File: config.mk
export PLATFORM = sky130hd
export DESIGN_NAME = ufl_ctrl
export DESIGN_NICKNAME = d
export VERILOG_FILES = /design/src/ufl_pkg.sv /design/src/ufl_hold_pulse.sv /design/src/ufl_ctrl.sv
export SDC_FILE = /design/constraint.sdc
export NUM_CORES = 1
export LEC_CHECK = 0
export CORE_MARGIN = 2
export CORE_UTILIZATION = 50
export DETAILED_ROUTE_END_ITERATION = 12
export DONT_BUFFER_PORTS = 1
export RECOVER_POWER = 50
export SLEW_MARGIN = 20
export SYNTH_ARGS = -nofsm -noshare
export SYNTH_HDL_FRONTEND = slang
export SYNTH_SLANG_ARGS = --single-unit
File: constraint.sdc
create_clock -name clk_i -period 2.6 [get_ports clk_i]
set_input_delay 0.13 -clock clk_i [delete_from_list [all_inputs] [get_ports clk_i]]
set_output_delay 0.13 -clock clk_i [all_outputs]
set_load 0.05 [all_outputs]
File: src/ufl_pkg.sv
// Constants shared by the UART FIFO, line-format and modem-output control block
package ufl_pkg;
  // Register port offsets
  localparam logic [2:0] OFS_DATA  = 3'h0;
  localparam logic [2:0] OFS_IER   = 3'h1;
  localparam logic [2:0] OFS_ISR   = 3'h2;
  localparam logic [2:0] OFS_FCR   = 3'h2;
  localparam logic [2:0] OFS_LCR   = 3'h3;
  localparam logic [2:0] OFS_MCR   = 3'h4;

  // fifo_control fields
  localparam int FCR_EN     = 0;
  localparam int FCR_RXRST  = 1;
  localparam int FCR_TXRST  = 2;
  localparam int FCR_TXT_LO = 4;
  localparam int FCR_TXT_HI = 5;
  localparam int FCR_RXT_LO = 6;
  localparam int FCR_RXT_HI = 7;

  // line_format_control fields
  localparam int LCR_WL_LO  = 0;
  localparam int LCR_WL_HI  = 1;
  localparam int LCR_STOP   = 2;
  localparam int LCR_PEN    = 3;
  localparam int LCR_EVEN   = 4;
  localparam int LCR_FORCE  = 5;
  localparam int LCR_BREAK  = 6;
  localparam int LCR_DIV    = 7;
  localparam logic [7:0] LCR_RESET = 8'h1d;

  // modem_output_control fields
  localparam int MCR_DTR    = 0;
  localparam int MCR_RTS    = 1;
  localparam logic [7:0] MCR_RESET = 8'h00;

  // interrupt_source_status fields and codes
  localparam int ISR_FLOW   = 5;
  localparam int ISR_FE_LO  = 6;
  localparam int ISR_FE_HI  = 7;
  localparam logic [5:0] ISR_LSR   = 6'h06;
  localparam logic [5:0] ISR_RXTMO = 6'h0c;
  localparam logic [5:0] ISR_RXRDY = 6'h04;
  localparam logic [5:0] ISR_TXRDY = 6'h02;
  localparam logic [5:0] ISR_MSR   = 6'h00;
  localparam logic [5:0] ISR_FLOWC = 6'h20;
  localparam logic [5:0] ISR_NONE  = 6'h01;

  // Trigger levels
  localparam int TRIG_W = 7;
  localparam logic [TRIG_W-1:0] TRIG_ONE = 7'h01;
  localparam logic [TRIG_W-1:0] TX_T0 = 7'h08;
  localparam logic [TRIG_W-1:0] TX_T1 = 7'h10;
  localparam logic [TRIG_W-1:0] TX_T2 = 7'h20;
  localparam logic [TRIG_W-1:0] TX_T3 = 7'h38;
  localparam logic [TRIG_W-1:0] RX_T0 = 7'h08;
  localparam logic [TRIG_W-1:0] RX_T1 = 7'h10;
  localparam logic [TRIG_W-1:0] RX_T2 = 7'h38;
  localparam logic [TRIG_W-1:0] RX_T3 = 7'h3c;

  // FIFO reset hold, in crystal clocks (the block clock is the crystal clock)
  localparam int FIFO_RST_CLKS = 3;
endpackage : ufl_pkg

File: src/ufl_hold_pulse.sv
// Stretches a one-cycle request into a pulse of a fixed number of clocks
`timescale 1ns/10ps
`default_nettype none
module ufl_hold_pulse
  import ufl_pkg::*;
#(
  parameter int HOLD = FIFO_RST_CLKS
) (
  input  wire logic clk_i,    // Crystal clock
  input  wire logic rst_i,    // Async reset, active high
  input  wire logic start_i,  // One-cycle request
  output logic      busy_o    // High for HOLD clocks after request
);
  localparam int CW = $clog2(HOLD + 1);
  localparam logic [CW-1:0] HOLD_CNT = CW'(HOLD);

  typedef struct packed {
    logic [CW-1:0] cnt;
    logic          busy;
  } ufl_hold_t;

  ufl_hold_t s_reg, s_next;

  always_comb begin
    s_next = s_reg;
    if (start_i) begin
      // A repeated request restarts the full hold
      s_next.cnt  = HOLD_CNT;
      s_next.busy = 1'b1;
    end else if (s_reg.cnt != '0) begin
      s_next.cnt  = s_reg.cnt - CW'(1);
      s_next.busy = (s_reg.cnt != CW'(1));
    end
  end

  always_ff @(posedge clk_i or posedge rst_i) begin
    if (rst_i) begin
      s_reg <= '0;
    end else begin
      s_reg <= s_next;
    end
  end

  assign busy_o = s_reg.busy;
endmodule : ufl_hold_pulse
`default_nettype wire

File: src/ufl_ctrl.sv
// UART FIFO, line-format and modem-output control with register port
// Summary of operation
// - When unlocked, CTS input or RTS output deassertion sets flow status bit.
// - Status bits 7:6 both read 1 when FIFOs enabled, else 0.
// - FIFO enable defaults 0; other FIFO fields only update when written with enable.
// - Receive FIFO reset clears pointers, held at least three clocks, self-clears.
// - Transmit FIFO reset clears pointers only, then self-clears.
// - FIFO control bit three does nothing.
// - Unlocked with FIFOs enabled, transmit trigger codes give 8,16,32,56 spaces; otherwise one.
// - Transmit interrupt when spaces exceed trigger, or FIFO empties after short reload.
// - Receive trigger codes give 8,16,56,60 characters; default one.
// - Receive interrupt when held characters exceed trigger or timeout occurs.
// - Word length codes give 5 to 8 bits; six is default.
// - Stop select: one stop, or 1.5 for five bits, two otherwise; default two.
// - Parity enable, default on, appends and checks a parity bit.
// - Parity type bit selects odd when 0, even when 1; even default.
// - Forced parity sends and expects 1 for type 0, 0 for type 1.
// - Break bit holds serial output low until cleared.
// - Divisor-access bit maps shared addresses to divisor latches instead of data.
// - Terminal-ready bit drives its active-low output low when set.
// - Send-request bit drives active-low output; auto flow or half-duplex may take it.
// - Status read returns highest-priority pending code; bit 0 set means none.
`timescale 1ns/10ps
`default_nettype none
module ufl_ctrl
  import ufl_pkg::*;
#(
  parameter int FIFO_DEPTH = 64
) (
  input  wire logic              clk_i,                      // Crystal clock, 100 MHz
  input  wire logic              rst_i,                      // Async reset, active high
  input  wire logic [2:0]        reg_addr_i,                 // Register offset
  input  wire logic              reg_wr_i,                   // Write strobe
  input  wire logic              reg_rd_i,                   // Read strobe
  input  wire logic [7:0]        reg_wdata_i,                // Write data
  output logic      [7:0]        reg_rdata_o,                // Read data, next cycle
  output logic                   data_acc_o,                 // Shared address hits data regs
  output logic                   div_acc_o,                  // Shared address hits divisor
  input  wire logic              enhanced_feature_unlock_i,  // Enhanced functions unlocked
  input  wire logic [TRIG_W-1:0] tx_space_i,                 // Free transmit FIFO spaces
  input  wire logic              tx_write_i,                 // Host wrote transmit data
  input  wire logic [TRIG_W-1:0] rx_count_i,                 // Characters in receive FIFO
  input  wire logic              rx_timeout_i,               // Receive data timeout
  input  wire logic              line_err_i,                 // Line status interrupt pending
  input  wire logic              msr_pend_i,                 // Modem status interrupt pending
  input  wire logic              msr_rd_i,                   // Host read modem status
  input  wire logic              cts_n_i,                    // Clear-to-send pin, active low
  input  wire logic              auto_flow_en_i,             // Auto hardware flow owns RTS
  input  wire logic              auto_rts_n_i,               // RTS from auto flow control
  input  wire logic              half_duplex_en_i,           // Half-duplex control owns RTS
  input  wire logic              half_duplex_rts_n_i,        // RTS from half-duplex control
  input  wire logic              tx_line_i,                  // Serial data from shifter
  output logic                   txd_o,                      // Serial transmit output
  output logic                   dtr_n_o,                    // Terminal-ready, active low
  output logic                   rts_n_o,                    // Send-request, active low
  output logic                   fifo_en_o,                  // FIFOs enabled
  output logic                   rx_fifo_rst_o,              // Receive pointer reset
  output logic                   tx_fifo_rst_o,              // Transmit pointer reset
  output logic [TRIG_W-1:0]      tx_level_o,                 // Transmit trigger, spaces
  output logic [TRIG_W-1:0]      rx_level_o,                 // Receive trigger, characters
  output logic                   tx_req_o,                   // Transmit interrupt condition
  output logic                   rx_req_o,                   // Receive interrupt condition
  output logic [1:0]             word_len_o,                 // 00..11 = 5..8 bits
  output logic                   stop_half_o,                // 1.5 stop bits
  output logic                   stop_two_o,                 // 2 stop bits
  output logic                   parity_en_o,                // Parity bit used
  output logic                   parity_odd_o,               // Odd parity
  output logic                   parity_force_o,             // Constant parity bit
  output logic                   parity_fixed_o,             // Value of constant parity
  output logic                   div_sel_o                   // Divisor latch selected
);
  localparam logic [TRIG_W-1:0] DEPTH_SP = TRIG_W'(FIFO_DEPTH);

  typedef struct packed {
    logic        fifo_en;
    logic [1:0]  tx_sel;
    logic [1:0]  rx_sel;
    logic [7:0]  line_format_control;
    logic [7:0]  modem_output_control;
    logic        tx_pend;
    logic        tx_above;
    logic        tx_empty;
    logic        rx_req;
    logic        flow_pend;
    logic [2:0]  cts_sync;
    logic        cts_stable;
    logic        rts_n;
    logic        dtr_n;
    logic        txd;
    logic [7:0]  rdata;
  } ufl_state_t;

  localparam ufl_state_t STATE_RESET = '{
    fifo_en: 1'b0, tx_sel: 2'h0, rx_sel: 2'h0, line_format_control: LCR_RESET, modem_output_control: MCR_RESET,
    tx_pend: 1'b0, tx_above: 1'b0, tx_empty: 1'b0, rx_req: 1'b0, flow_pend: 1'b0,
    cts_sync: 3'h7, cts_stable: 1'b1, rts_n: 1'b1, dtr_n: 1'b1, txd: 1'b1,
    rdata: 8'h00};

  function automatic logic [TRIG_W-1:0] tx_trig(input logic unl, input logic [1:0] sel);
    if (!unl) begin
      return TRIG_ONE;
    end
    unique case (sel)
      2'h0: return TX_T0;
      2'h1: return TX_T1;
      2'h2: return TX_T2;
      2'h3: return TX_T3;
    endcase
  endfunction : tx_trig

  function automatic logic [TRIG_W-1:0] rx_trig(input logic en, input logic [1:0] sel);
    if (!en) begin
      return TRIG_ONE;
    end
    unique case (sel)
      2'h0: return RX_T0;
      2'h1: return RX_T1;
      2'h2: return RX_T2;
      2'h3: return RX_T3;
    endcase
  endfunction : rx_trig

  ufl_state_t        s_reg, s_next;
  logic              wr_fcr, rx_rst_req, tx_rst_req, shared_hit;
  logic              cts_agree, cts_deassert, rts_sel, rts_rise, flow_set;
  logic              tx_above, tx_empty, tx_set, tx_clr, isr_rd;
  logic [TRIG_W-1:0] tx_lvl, rx_lvl;
  logic [5:0]        isr_code;

  always_comb begin
    s_next = s_reg;
    tx_lvl = tx_trig(enhanced_feature_unlock_i && s_reg.fifo_en, s_reg.tx_sel);
    rx_lvl = rx_trig(s_reg.fifo_en, s_reg.rx_sel);
    wr_fcr = reg_wr_i && (reg_addr_i == OFS_FCR);
    isr_rd = reg_rd_i && (reg_addr_i == OFS_ISR);
    // Bit three of the FIFO control write is never looked at
    if (wr_fcr) begin
      s_next.fifo_en = reg_wdata_i[FCR_EN];
      if (reg_wdata_i[FCR_EN]) begin
        s_next.rx_sel = reg_wdata_i[FCR_RXT_HI:FCR_RXT_LO];
        if (enhanced_feature_unlock_i) begin
          s_next.tx_sel = reg_wdata_i[FCR_TXT_HI:FCR_TXT_LO];
        end
      end
    end
    // Resets act only in a write that also carries the enable
    rx_rst_req = wr_fcr && reg_wdata_i[FCR_EN] && reg_wdata_i[FCR_RXRST];
    tx_rst_req = wr_fcr && reg_wdata_i[FCR_EN] && reg_wdata_i[FCR_TXRST];
    if (reg_wr_i && (reg_addr_i == OFS_LCR)) begin
      s_next.line_format_control = reg_wdata_i;
    end
    if (reg_wr_i && (reg_addr_i == OFS_MCR)) begin
      s_next.modem_output_control = reg_wdata_i;
    end

    // Clear-to-send: three stages, a change counts once stages two and three agree
    s_next.cts_sync = {s_reg.cts_sync[1:0], cts_n_i};
    cts_agree    = (s_reg.cts_sync[1] == s_reg.cts_sync[2]);
    cts_deassert = cts_agree && s_reg.cts_sync[2] && !s_reg.cts_stable;
    if (cts_agree) begin
      s_next.cts_stable = s_reg.cts_sync[2];
    end

    // Send-request ownership: auto flow first, then half-duplex, then the bit
    if (auto_flow_en_i) begin
      rts_sel = auto_rts_n_i;
    end else if (half_duplex_en_i) begin
      rts_sel = half_duplex_rts_n_i;
    end else begin
      rts_sel = ~s_next.modem_output_control[MCR_RTS];
    end
    s_next.rts_n = rts_sel;
    rts_rise     = rts_sel && !s_reg.rts_n;
    s_next.dtr_n = ~s_next.modem_output_control[MCR_DTR];
    s_next.txd   = s_next.line_format_control[LCR_BREAK] ? 1'b0 : tx_line_i;

    // Flow status: set wins over the modem status read that clears it
    flow_set = enhanced_feature_unlock_i && (cts_deassert || rts_rise);
    s_next.flow_pend = flow_set || (s_reg.flow_pend && !msr_rd_i);

    // Transmit ready: a fresh crossing above the level or a fresh empty sets it;
    // a reload that never filled past the level keeps tx_above high, so only the
    // empty edge can raise it again
    tx_above = (tx_space_i > tx_lvl);
    tx_empty = (tx_space_i == DEPTH_SP);
    s_next.tx_above = tx_above;
    s_next.tx_empty = tx_empty;
    tx_set = (tx_above && !s_reg.tx_above) || (tx_empty && !s_reg.tx_empty);
    s_next.rx_req = rx_timeout_i || (rx_count_i > rx_lvl);

    if (!s_reg.fifo_en && s_reg.line_format_control[LCR_DIV]) begin
      isr_code = ISR_NONE;
    end
    if (line_err_i) begin
      isr_code = ISR_LSR;
    end else if (rx_timeout_i) begin
      isr_code = ISR_RXTMO;
    end else if (rx_count_i > rx_lvl) begin
      isr_code = ISR_RXRDY;
    end else if (s_reg.tx_pend) begin
      isr_code = ISR_TXRDY;
    end else if (msr_pend_i) begin
      isr_code = ISR_MSR;
    end else if (s_reg.flow_pend) begin
      isr_code = ISR_FLOWC;
    end else begin
      isr_code = ISR_NONE;
    end
    isr_code[ISR_FLOW] = s_reg.flow_pend;

    tx_clr = tx_write_i || (isr_rd && (isr_code == ISR_TXRDY));
    s_next.tx_pend = tx_set || (s_reg.tx_pend && !tx_clr);

    if (reg_rd_i) begin
      unique case (reg_addr_i)
        OFS_ISR: s_next.rdata = {{2{s_reg.fifo_en}}, isr_code};
        OFS_LCR: s_next.rdata = s_reg.line_format_control;
        OFS_MCR: s_next.rdata = s_reg.modem_output_control;
        default: s_next.rdata = 8'h00;
      endcase
    end
  end

  always_ff @(posedge clk_i or posedge rst_i) begin
    if (rst_i) begin
      s_reg <= STATE_RESET;
    end else begin
      s_reg <= s_next;
    end
  end

  ufl_hold_pulse #(.HOLD(FIFO_RST_CLKS)) u_rx_rst (
    .clk_i   (clk_i),
    .rst_i   (rst_i),
    .start_i (rx_rst_req),
    .busy_o  (rx_fifo_rst_o)
  );

  ufl_hold_pulse #(.HOLD(FIFO_RST_CLKS)) u_tx_rst (
    .clk_i   (clk_i),
    .rst_i   (rst_i),
    .start_i (tx_rst_req),
    .busy_o  (tx_fifo_rst_o)
  );

  assign shared_hit  = (reg_rd_i || reg_wr_i) && ((reg_addr_i == OFS_DATA) || (reg_addr_i == OFS_IER));
  assign div_acc_o   = shared_hit && s_reg.line_format_control[LCR_DIV];
  assign data_acc_o  = shared_hit && !s_reg.line_format_control[LCR_DIV];
  assign div_sel_o   = s_reg.line_format_control[LCR_DIV];
  assign reg_rdata_o = s_reg.rdata;
  assign txd_o       = s_reg.txd;
  assign dtr_n_o     = s_reg.dtr_n;
  assign rts_n_o     = s_reg.rts_n;
  assign fifo_en_o   = s_reg.fifo_en;
  assign tx_level_o  = tx_lvl;
  assign rx_level_o  = rx_lvl;
  assign tx_req_o    = s_reg.tx_pend;
  assign rx_req_o    = s_reg.rx_req;
  assign word_len_o  = s_reg.line_format_control[LCR_WL_HI:LCR_WL_LO];
  assign stop_two_o  = s_reg.line_format_control[LCR_STOP] && (word_len_o != 2'h0);
  assign stop_half_o = s_reg.line_format_control[LCR_STOP] && (word_len_o == 2'h0);
  assign parity_en_o    = s_reg.line_format_control[LCR_PEN];
  assign parity_odd_o   = !s_reg.line_format_control[LCR_EVEN];
  assign parity_force_o = s_reg.line_format_control[LCR_FORCE];
  assign parity_fixed_o = !s_reg.line_format_control[LCR_EVEN];

  a_flow_set: assert property (@(posedge clk_i) disable iff (rst_i)
    (enhanced_feature_unlock_i && rts_rise) |=> s_reg.flow_pend)
    else $error("flow status not set on deassertion");
  a_fifo_status: assert property (@(posedge clk_i) disable iff (rst_i)
    isr_rd |=> (reg_rdata_o[ISR_FE_HI:ISR_FE_LO] == {2{$past(s_reg.fifo_en)}}))
    else $error("FIFO enable status wrong");
  a_fcr_gate: assert property (@(posedge clk_i) disable iff (rst_i)
    (wr_fcr && !reg_wdata_i[FCR_EN]) |=> ($stable(s_reg.rx_sel) && !s_reg.fifo_en && !rx_fifo_rst_o))
    else $error("FIFO fields changed without enable");
  a_rx_reset_hold: assert property (@(posedge clk_i) disable iff (rst_i)
    rx_rst_req |=> rx_fifo_rst_o [*3] ##1 (!rx_fifo_rst_o || $past(rx_rst_req, 3)))
    else $error("receive reset not held three clocks");
  a_tx_reset_hold: assert property (@(posedge clk_i) disable iff (rst_i)
    tx_rst_req |=> tx_fifo_rst_o ##1 tx_fifo_rst_o)
    else $error("transmit reset missing");
  a_tx_level: assert property (@(posedge clk_i) disable iff (rst_i)
    (enhanced_feature_unlock_i && s_reg.fifo_en && (s_reg.tx_sel == 2'h3)) |-> (tx_level_o == 7'h38))
    else $error("transmit trigger not 56");
  a_tx_locked: assert property (@(posedge clk_i) disable iff (rst_i)
    (wr_fcr && !enhanced_feature_unlock_i) |=> $stable(s_reg.tx_sel))
    else $error("transmit trigger written while locked");
  a_tx_pend: assert property (@(posedge clk_i) disable iff (rst_i)
    (tx_empty && !s_reg.tx_empty) |=> tx_req_o)
    else $error("transmit interrupt missing on empty");
  a_rx_req: assert property (@(posedge clk_i) disable iff (rst_i)
    (s_reg.fifo_en && (s_reg.rx_sel == 2'h3) && (rx_count_i > 7'h3c)) |=> rx_req_o)
    else $error("receive interrupt missing above 60");
  a_break_low: assert property (@(posedge clk_i) disable iff (rst_i)
    s_next.line_format_control[LCR_BREAK] |=> !txd_o)
    else $error("break does not hold output low");
  a_dtr_drive: assert property (@(posedge clk_i) disable iff (rst_i)
    (reg_wr_i && (reg_addr_i == OFS_MCR)) |=> (dtr_n_o == !$past(reg_wdata_i[MCR_DTR])))
    else $error("terminal-ready output wrong");
  a_div_map: assert property (@(posedge clk_i) disable iff (rst_i)
    (reg_wr_i && (reg_addr_i == OFS_DATA)) |-> (div_acc_o != data_acc_o) && (div_acc_o == s_reg.line_format_control[LCR_DIV]))
    else $error("shared address mapping wrong");
  a_isr_none: assert property (@(posedge clk_i) disable iff (rst_i)
    (isr_rd && !line_err_i && !rx_timeout_i && !s_reg.tx_pend && !msr_pend_i && !s_reg.flow_pend
      && !(rx_count_i > rx_lvl)) |=> reg_rdata_o[0])
    else $error("status read shows pending with none");
  a_force_par: assert property (@(posedge clk_i) disable iff (rst_i)
    (parity_en_o && parity_force_o && !s_reg.line_format_control[LCR_EVEN]) |-> parity_fixed_o)
    else $error("forced parity not mark");
endmodule : ufl_ctrl
`default_nettype wire

# Yosys cells after proc, flatten, opt, wreduce, memory -nomap -nowiden
# Cells that the tools add are included.
[word_totals] ff_bits=47 input_bits=41 output_inout_bits=41 wordCells=112
[classes] add_sub_neg=2 order_cmp=2 eq_ne=15 muxes=20 n_bitwise=2 reduce_logical=49
[op_table] op="7-bit case mux with 4 select lines" n=2
[op_table] op="5-bit two-way mux" n=5
[op_table] op="8-bit case mux with 3 select lines" n=1
[op_table] op="1-bit logical AND" n=22
[op_table] op="7-bit two-way mux" n=3
[op_table] op="7-bit greater-than comparator" n=2
[op_table] op="3-bit two-way mux" n=4
[op_table] op="2-bit nonzero test" n=5
[op_table] op="2-bit equality test, second input constant" n=4
[op_table] op="1-bit logical NOT" n=8
[op_table] op="1-bit logical OR" n=8
[op_table] op="7-bit equality test, second input constant" n=1
[op_table] op="3-bit by 2-bit equality test with 1-bit output, second input constant" n=2
[op_table] op="6-bit by 2-bit equality test with 1-bit output, second input constant" n=1
[op_table] op="2-bit logical NOT" n=3
[op_table] op="2-bit by 1-bit equality test with 1-bit output, second input constant" n=2
[op_table] op="1-bit two-way mux" n=4
[op_table] op="2-bit by 1-bit != test with 1-bit output, second input constant" n=2
[op_table] op="2-bit by 1-bit subtractor with 2-bit output, second input constant" n=2
[op_table] op="3-bit by 1-bit equality test with 1-bit output, second input constant" n=1
[op_table] op="3-bit equality test, second input constant" n=1
[op_table] op="3-bit logical NOT" n=1
[op_table] op="3-bit AND reduction" n=1
[op_table] op="2-bit two-way mux" n=1
[op_table] op="other kinds (3)" n=4

# Logic depth before layout (Yosys ltp)
# Gate-level depths: netlist of run 1.
[logic_depth] word_depth=13 depth_mapped=9 depth_no_buf=9

# By module
# A second synthesis of run 1 with hierarchy kept.
[unflattened] hier_cells=259 area_unflattened_um2=2651.3
[by_module_without_submodules] module="ufl_ctrl" instances=1 cells_each=229 area_each_um2=2333.5
[by_module_without_submodules] module="ufl_hold_pulse" instances=2 cells_each=15 area_each_um2=158.9

# Worst setup path after synthesis of run 1
# Ideal clock, no wire load.
[synth_path] kind="register to register" startpoint="register s_reg, in the netlist fifo_en_o" endpoint="register s_reg, in the netlist tx_req_o" setup_time_ns=0.143 arrival_time_ns=2.558 t_required_ns=2.457 path_slack_ns=-0.101 path_stages_with_launch=9 period_less_slack_ns=2.701 cell_sequence="dfrtp_1 nand2_1 inv_1 nand2_1 ha_1 nand2_1 or4_4 a2111oi_2 o221ai_1"
[synth_lines] item="from (decl)" line="ufl_ctrl.sv:123" rtl="ufl_state_t s_reg, s_next;"
[synth_lines] item="from (signal assigned)" line="ufl_ctrl.sv:228" rtl="s_reg <= s_next;"

==> metrics, run 1 <==
Switching Fraction=~39%; residual DRC count=0; RSZ-0062 raised after global routing=false; Synth Flop Type=dfrtp_1; Post-synth EDFFs=0; Synth Register Bits=47; setup TNS=0 ns; Worst Hold Class=input pin to flip-flop; Post-layout nets=between 300 and 400; Worst Setup Start Kind=input pin; final hold vios=0; YS warnings=0; gpl congestion=0.780; Post-Place Cell Area=2640 µm²; met2 WL post-DR=2550 µm; Largest register FFs=19; number of global-route vias before repair=between 1500 and 2000; core outline area=about 5100 µm²; 1st-iter DRT viols=113; Leakage=1.37 nW; diode count=0; Die H=76.3 µm; CTS tree=yes; syn avg cell area=10.7 µm²; per-cell routed wire length=15.9 µm; DP HPWL=4050 µm; Pint=1.48 mW; post-synth cell types=57; initial antenna violation count=0; CTS root buf=clkbuf_8; status=complete, no violations; Area contributors post-synth=dfrtp_1 35%, dfstp_2 11%, ha_1 8.6%; DIE AREA=about 5800 µm²; IO Count=82; most frequent cells in the layout=35 x dfrtp_1, 30 x inv_1, 22 x nand2_1; critical path class=input pin to flip-flop; top cell type's share of synthesized area=34.5%; DR pass1 iterations=4; row count=26; post-synthesis cell count=245; layout cells sized above 1=just over 20%; Sequential Power Share=between 40% and 50%; H-tree levels=2; MaxCap Viol Count=0; Crit Path Max Fanout=8; DR WL met3=323 µm; register clock-pin slew on the reported worst setup and hold paths=0.08 ns; Routed Antenna Nets=0; sequential-to-total area share from yosys stat=45.6%; Clock Path Buffers=2; Final Setup Violations=0; total power=roughly 2.4 mW; CP Capture Type=flip-flop; Max Clk Rate=448 MHz; CTS Buf Count=5; overall via count from detail_route=1789; final worst path period share=85.8%; met1 WL=2380 µm; Synth async-reset ratio=100%; Least-Margin Pin Slew=roughly 1.3 ns; vias per cell=5.34; P_sw=approximately 930 µW; DR top layer=met4; Worst Path Arrival=2.48 ns; largest net degree at the start of global routing=37; Slew HR=a little over a tenth; power density over the cells=817 nW/µm²; final critical-path required period=between 2 and 2.5 ns; power share of the clock group=22.9%; WL final=5310 µm; combinational share of power=27.5%; area leader, netlist=dfrtp_1; Worst-Skew Late Latency=0.30 ns; Final Max Tran Viols=0; Fin Clk Skew=0.00735 ns; Port Buf Inserts=0; Final Cell Area=2960 µm²; grt total ovfl=0; Tot GR Track Use=19.9%; Die X=76.3 µm; Layout area overhead=13.3%; synthesized area=2610 µm²; initial core utilization=51.4%; first-pass GRT wire length=9250 µm; clk sinks=47; leading cell type in the layout, fill and taps excluded=dfrtp_1; critical path required time=2.84 ns; maximum vdd drop=0.621 mV
[worst paths after layout]
| path | from | endpoint | slack, ns | cells past startpoint |
|---|---|---|---|---|
| worst min-delay path | half_duplex_en_i | rts_n_o | 0.02 | 2 |
| worst max-delay path | reg_addr_i[0] | isr_code[5] | 0.37 | 6 |
| worst min register to register | s_next[13] | s_next[14] | 0.36 | 0 |
| min in group asynchronous | rst_i | s_reg[20] | 0.64 | 2 |
| worst max register to register | s_reg[36] | tx_req_o | 0.37 | 7 |
| max in group asynchronous | rst_i | parity_en_o | 1.02 | 3 |
[kinds of logic (layout without fill, tap and decap cells)]
family                   count (synthesis)  after routing  synth area share (%)
other                                    1              5                 0.144
multiplexers                            22             22                  9.54
XOR/XNOR                                 2              2                 0.671
adder cells (fa/ha/maj)                 18             18                  8.63
AND/OR/NAND/NOR                         62             62                  13.1
AO/OA/AOI/OAI                           43             43                  12.5
flip-flops                              47             47                  45.6
buffers and inverters                   50             66                  9.88
[critical path, stage by stage]
cell,delay [ns]
nor3b_1,0.71
and2_4,0.36
mux2_4,0.33
o21a_1,0.20
o41ai_2,0.18
dlygate4sd3_1,0.57
[timing repair]
| item | CTS | global route |
|---|---|---|
| buffers inserted | 0 | 0 |
| gates resized for setup | 0 | 0 |
| hold buffers | 21 | 0 |
| hold endpoints to repair | 58 | 0 |
| endpoints found under the setup margin | 0 | 0 |
[metal layers]
| layer | up-vias | track usage, % |
|---|---|---|
| met2 | 58 | 33.3 |
| met3 | 4 | 4.86 |
| met4 | 0 | 6.00 |
| li1 | 871 | - |
| met5 | - | 0 |
| met1 | 856 | 25.6 |
[cells in the mapped netlist, types with 3 or more instances]
master / count
a21oi_1: 7
buf_4: 16
dfrtp_1: 36
dfstp_2: 11
ha_1: 18
inv_1: 30
mux2_2: 17
nand2_1: 21
nand2b_1: 3
nor2_1: 14
o21ai_0: 6
o2bb2ai_1: 4
[power by group through the flow]
stage | clock network (mW) | registers [mW] | logic (mW)
2_1_floorplan | 0 | 1.13 | 0.631
3_3_place_gp | 0 | 1.21 | 0.628
5_1_grt | 0.599 | 1.22 | 0.747
3_5_place_dp | 0 | 1.22 | 0.636
4_1_cts | 0.573 | 1.20 | 0.672
6_report | 0.552 | 1.20 | 0.663
[metrics by stage]
step	hold slack (ns)	util, %	cells	setup slack [ns]
floorplan	0.134	-	249	0.0797
global placement	0.135	52.0	306	0.425
detailed placement	0.135	52.0	306	0.361
CTS	0.00565	58.5	335	0.353
global route	0.0183	58.3	335	0.221
finish	0.0193	58.3	335	0.368
[layout make-up]
| cell class | instances | area [µm²] |
|---|---|---|
| inverters | 30 | 113 |
| repair buffers | 28 | 263 |
| clock buffers | 6 | 82.6 |
| fillers | 459 | 2120 |
| multi-input cells | 152 | 1180 |
| flip-flops and latches | 47 | 1190 |
| clock inverters | 2 | 35.0 |
| well taps | 70 | 87.6 |
(Power assumes the default switching activity.)
==> inputs of run 2 (changes only) <==
BUFFER_PORTS_ARGS = -buffer_cell sky130_fd_sc_hd__buf_2   (was not set)
DONT_BUFFER_PORTS = not set   (was 1)
PLACE_DENSITY = 0.78   (was not set)
SLEW_MARGIN = not set   (was 20)
==> metrics, run 2 (synthesis results as in run 1) <==
Tot GR Track Use=19.2% (was 19.9%); Worst Setup Start Kind=flip-flop (was input pin); largest net degree at the start of global routing=26 (was 37); Final Cell Area=3070 µm² (was 2960 µm²); CTS tree=yes (unchanged); Post-layout nets=375 (was 323); met1 WL=2320 µm (was 2380 µm); Slew HR=38.0% (was 10.8%); Port Buf Inserts=76 (was 0); MaxCap Viol Count=0 (unchanged); Routed Antenna Nets=0 (unchanged); DIE AREA=5810 µm² (unchanged); WL final=5300 µm (was 5310 µm); initial core utilization=51.4% (unchanged); Worst Path Arrival=2.44 ns (was 2.48 ns); Fin Clk Skew=0.00659 ns (was 0.00735 ns); register clock-pin slew on the reported worst setup and hold paths=0.08 ns (about the same); first-pass GRT wire length=8990 µm (was 9250 µm); Post-Place Cell Area=2960 µm² (was 2640 µm²); core outline area=5070 µm² (unchanged); worst path cell trace=o21ai_0, ha_1, nand4b_4, or4_4, a2111oi_2, o221ai_1 (was nor3b_1, and2_4, mux2_4, o21a_1, o41ai_2, dlygate4sd3_1); DP HPWL=4250 µm (was 4050 µm); pre-CTS setup slack=0.323 ns (was 0.361 ns); CP Capture Type=flip-flop (unchanged); power density over the cells=806 nW/µm² (was 817 nW/µm²); Worst-Skew Late Latency=0.30 ns (about the same); # fillers=450 (was 459); IO Count=82 (unchanged); total power=2.48 mW (was 2.42 mW); diode count=0 (unchanged); placed cells=376 (was 306); final worst path period share=87.2% (was 85.8%); Worst Hold Class=input pin to flip-flop (unchanged); met2 WL post-DR=2570 µm (was 2550 µm); Least-Margin Pin Slew=0.929 ns (was 1.34 ns); Post-CTS Setup Bufs=0 (unchanged); final hold vios=0 (unchanged); Die X=76.3 µm (unchanged); critical path class=flip-flop to flip-flop (was input pin to flip-flop); maximum vdd drop=0.576 mV (was 0.621 mV); per-cell routed wire length=13.7 µm (was 15.9 µm); Crit Path Max Fanout=8 (unchanged); H-tree levels=2 (unchanged); Largest register FFs=19 (unchanged); DR pass1 iterations=4 (unchanged); critical path required time=2.77 ns (was 2.84 ns); DR top layer=met4 (unchanged); Slowest cell on crit path=or4_4 (was nor3b_1); Clock Path Buffers=2 (unchanged); overall via count from detail_route=1985 (was 1789); Buffers & Inverters on Critical Path=0 (was 1); gpl congestion=0.861 (was 0.780); setup TNS=0 ns (unchanged); residual DRC count=0 (unchanged); most frequent cells in the layout=58 x buf_2, 35 x dfrtp_1, 30 x inv_1 (was 35 x dfrtp_1, 30 x inv_1, 22 x nand2_1); grt total ovfl=0 (unchanged); CTS root buf=clkbuf_8 (unchanged); Setup WS post-layout=0.332 ns (was 0.368 ns); DR WL met3=337 µm (was 323 µm); Final Max Tran Viols=0 (unchanged); Top Family by Delay on Critical Path=compound AO/OA/AOI/OAI gates (was simple AND/OR/NAND/NOR gates); vias per cell=5.13 (was 5.34); row count=26 (unchanged); initial antenna violation count=0 (unchanged); final critical-path required period=2.27 ns (was 2.23 ns); Final Setup Violations=0 (unchanged); Die H=76.3 µm (unchanged); layout cells sized above 1=32.5% (was 20.8%); number of global-route vias before repair=1913 (was 1929); Layout area overhead=17.7% (was 13.3%); Max Clk Rate=441 MHz (was 448 MHz); Leakage=1.52 nW (was 1.37 nW); clk sinks=47 (unchanged); leading cell type in the layout, fill and taps excluded=buf_2 (was dfrtp_1); status=complete, no violations (unchanged); 1st-iter DRT viols=124 (was 113); CTS Buf Count=5 (unchanged); max incr delay on CP=0.52 ns (was 0.71 ns); fin cells=387 (was 335); RSZ-0062 raised after global routing=false (unchanged)
-- run 2: cell count changes in the layout (fill, tap and decap cells not counted), moves of 6 or more --
cell	previous run	this run
clkbuf_1	0	18
dlygate4sd3_1	21	3
buf_2	0	58
buf_4	7	1
-- run 2: worst paths after layout --
check,from,cells after the start,end,slack [ns]
max in group asynchronous,rst_i,4,s_reg[14],1.13
setup reg to reg,fifo_en_o,6,tx_req_o,0.33
min in group asynchronous,rst_i,3,word_len_o[1],0.58
hold reg to reg,s_next[13],0,s_next[14],0.36
hold / removal,tx_space_i[5],2,s_reg[17],0.01
setup / recovery,fifo_en_o,6,tx_req_o,0.33
-- run 2: worst reg2reg max path: stages, from the launching register on --
cell and delay, ns:
dfrtp_2 0.45, o21ai_0 0.14, ha_1 0.36, nand4b_4 0.12, or4_4 0.52, a2111oi_2 0.39, o221ai_1 0.15
-- run 2: metrics by stage --
stage / hold slack (ns) / utilization [%]
4_1_cts: 0.00415 / 61.2
5_1_grt: 0.00787 / 60.5
6_report: 0.0110 / 60.5
3_5_place_dp: 0.199 / 58.3
2_1_floorplan: 0.134 / -
3_3_place_gp: 0.189 / 58.3
-- run 2: timing repair --
action | in CTS | in global routing
endpoints found under the hold margin | 22 | 0
hold buffers | 3 | 0
gates resized for setup | 0 | 0
-- run 2: layout make-up --
| class | count | area (µm²) | area share (%) |
|---|---|---|---|
| Sequential cell | 47 | 1190 | 38.8 |
| Multi-Input combinational cell | 152 | 1170 | 38.0 |
| Timing Repair Buffer | 80 | 395 | 12.9 |
| Inverter | 30 | 113 | 3.67 |
| Tap cell | 70 | 87.6 | 2.85 |
| Clock buffer | 6 | 82.6 | 2.69 |
| Clock inverter | 2 | 35.0 | 1.14 |
-- run 2: routing by layer --
layer	GRT usage, %	vias up
met5	0	-
met4	6.36	0
met3	5.33	9
met2	32.4	71
met1	24.0	932
li1	-	973
-- run 2: report_power, final --
part | internal, mW | switching (mW)
clock | 0.311 | 0.239
combinational | 0.302 | 0.617
sequential | 0.900 | 0.107
total | 1.51 | 0.963
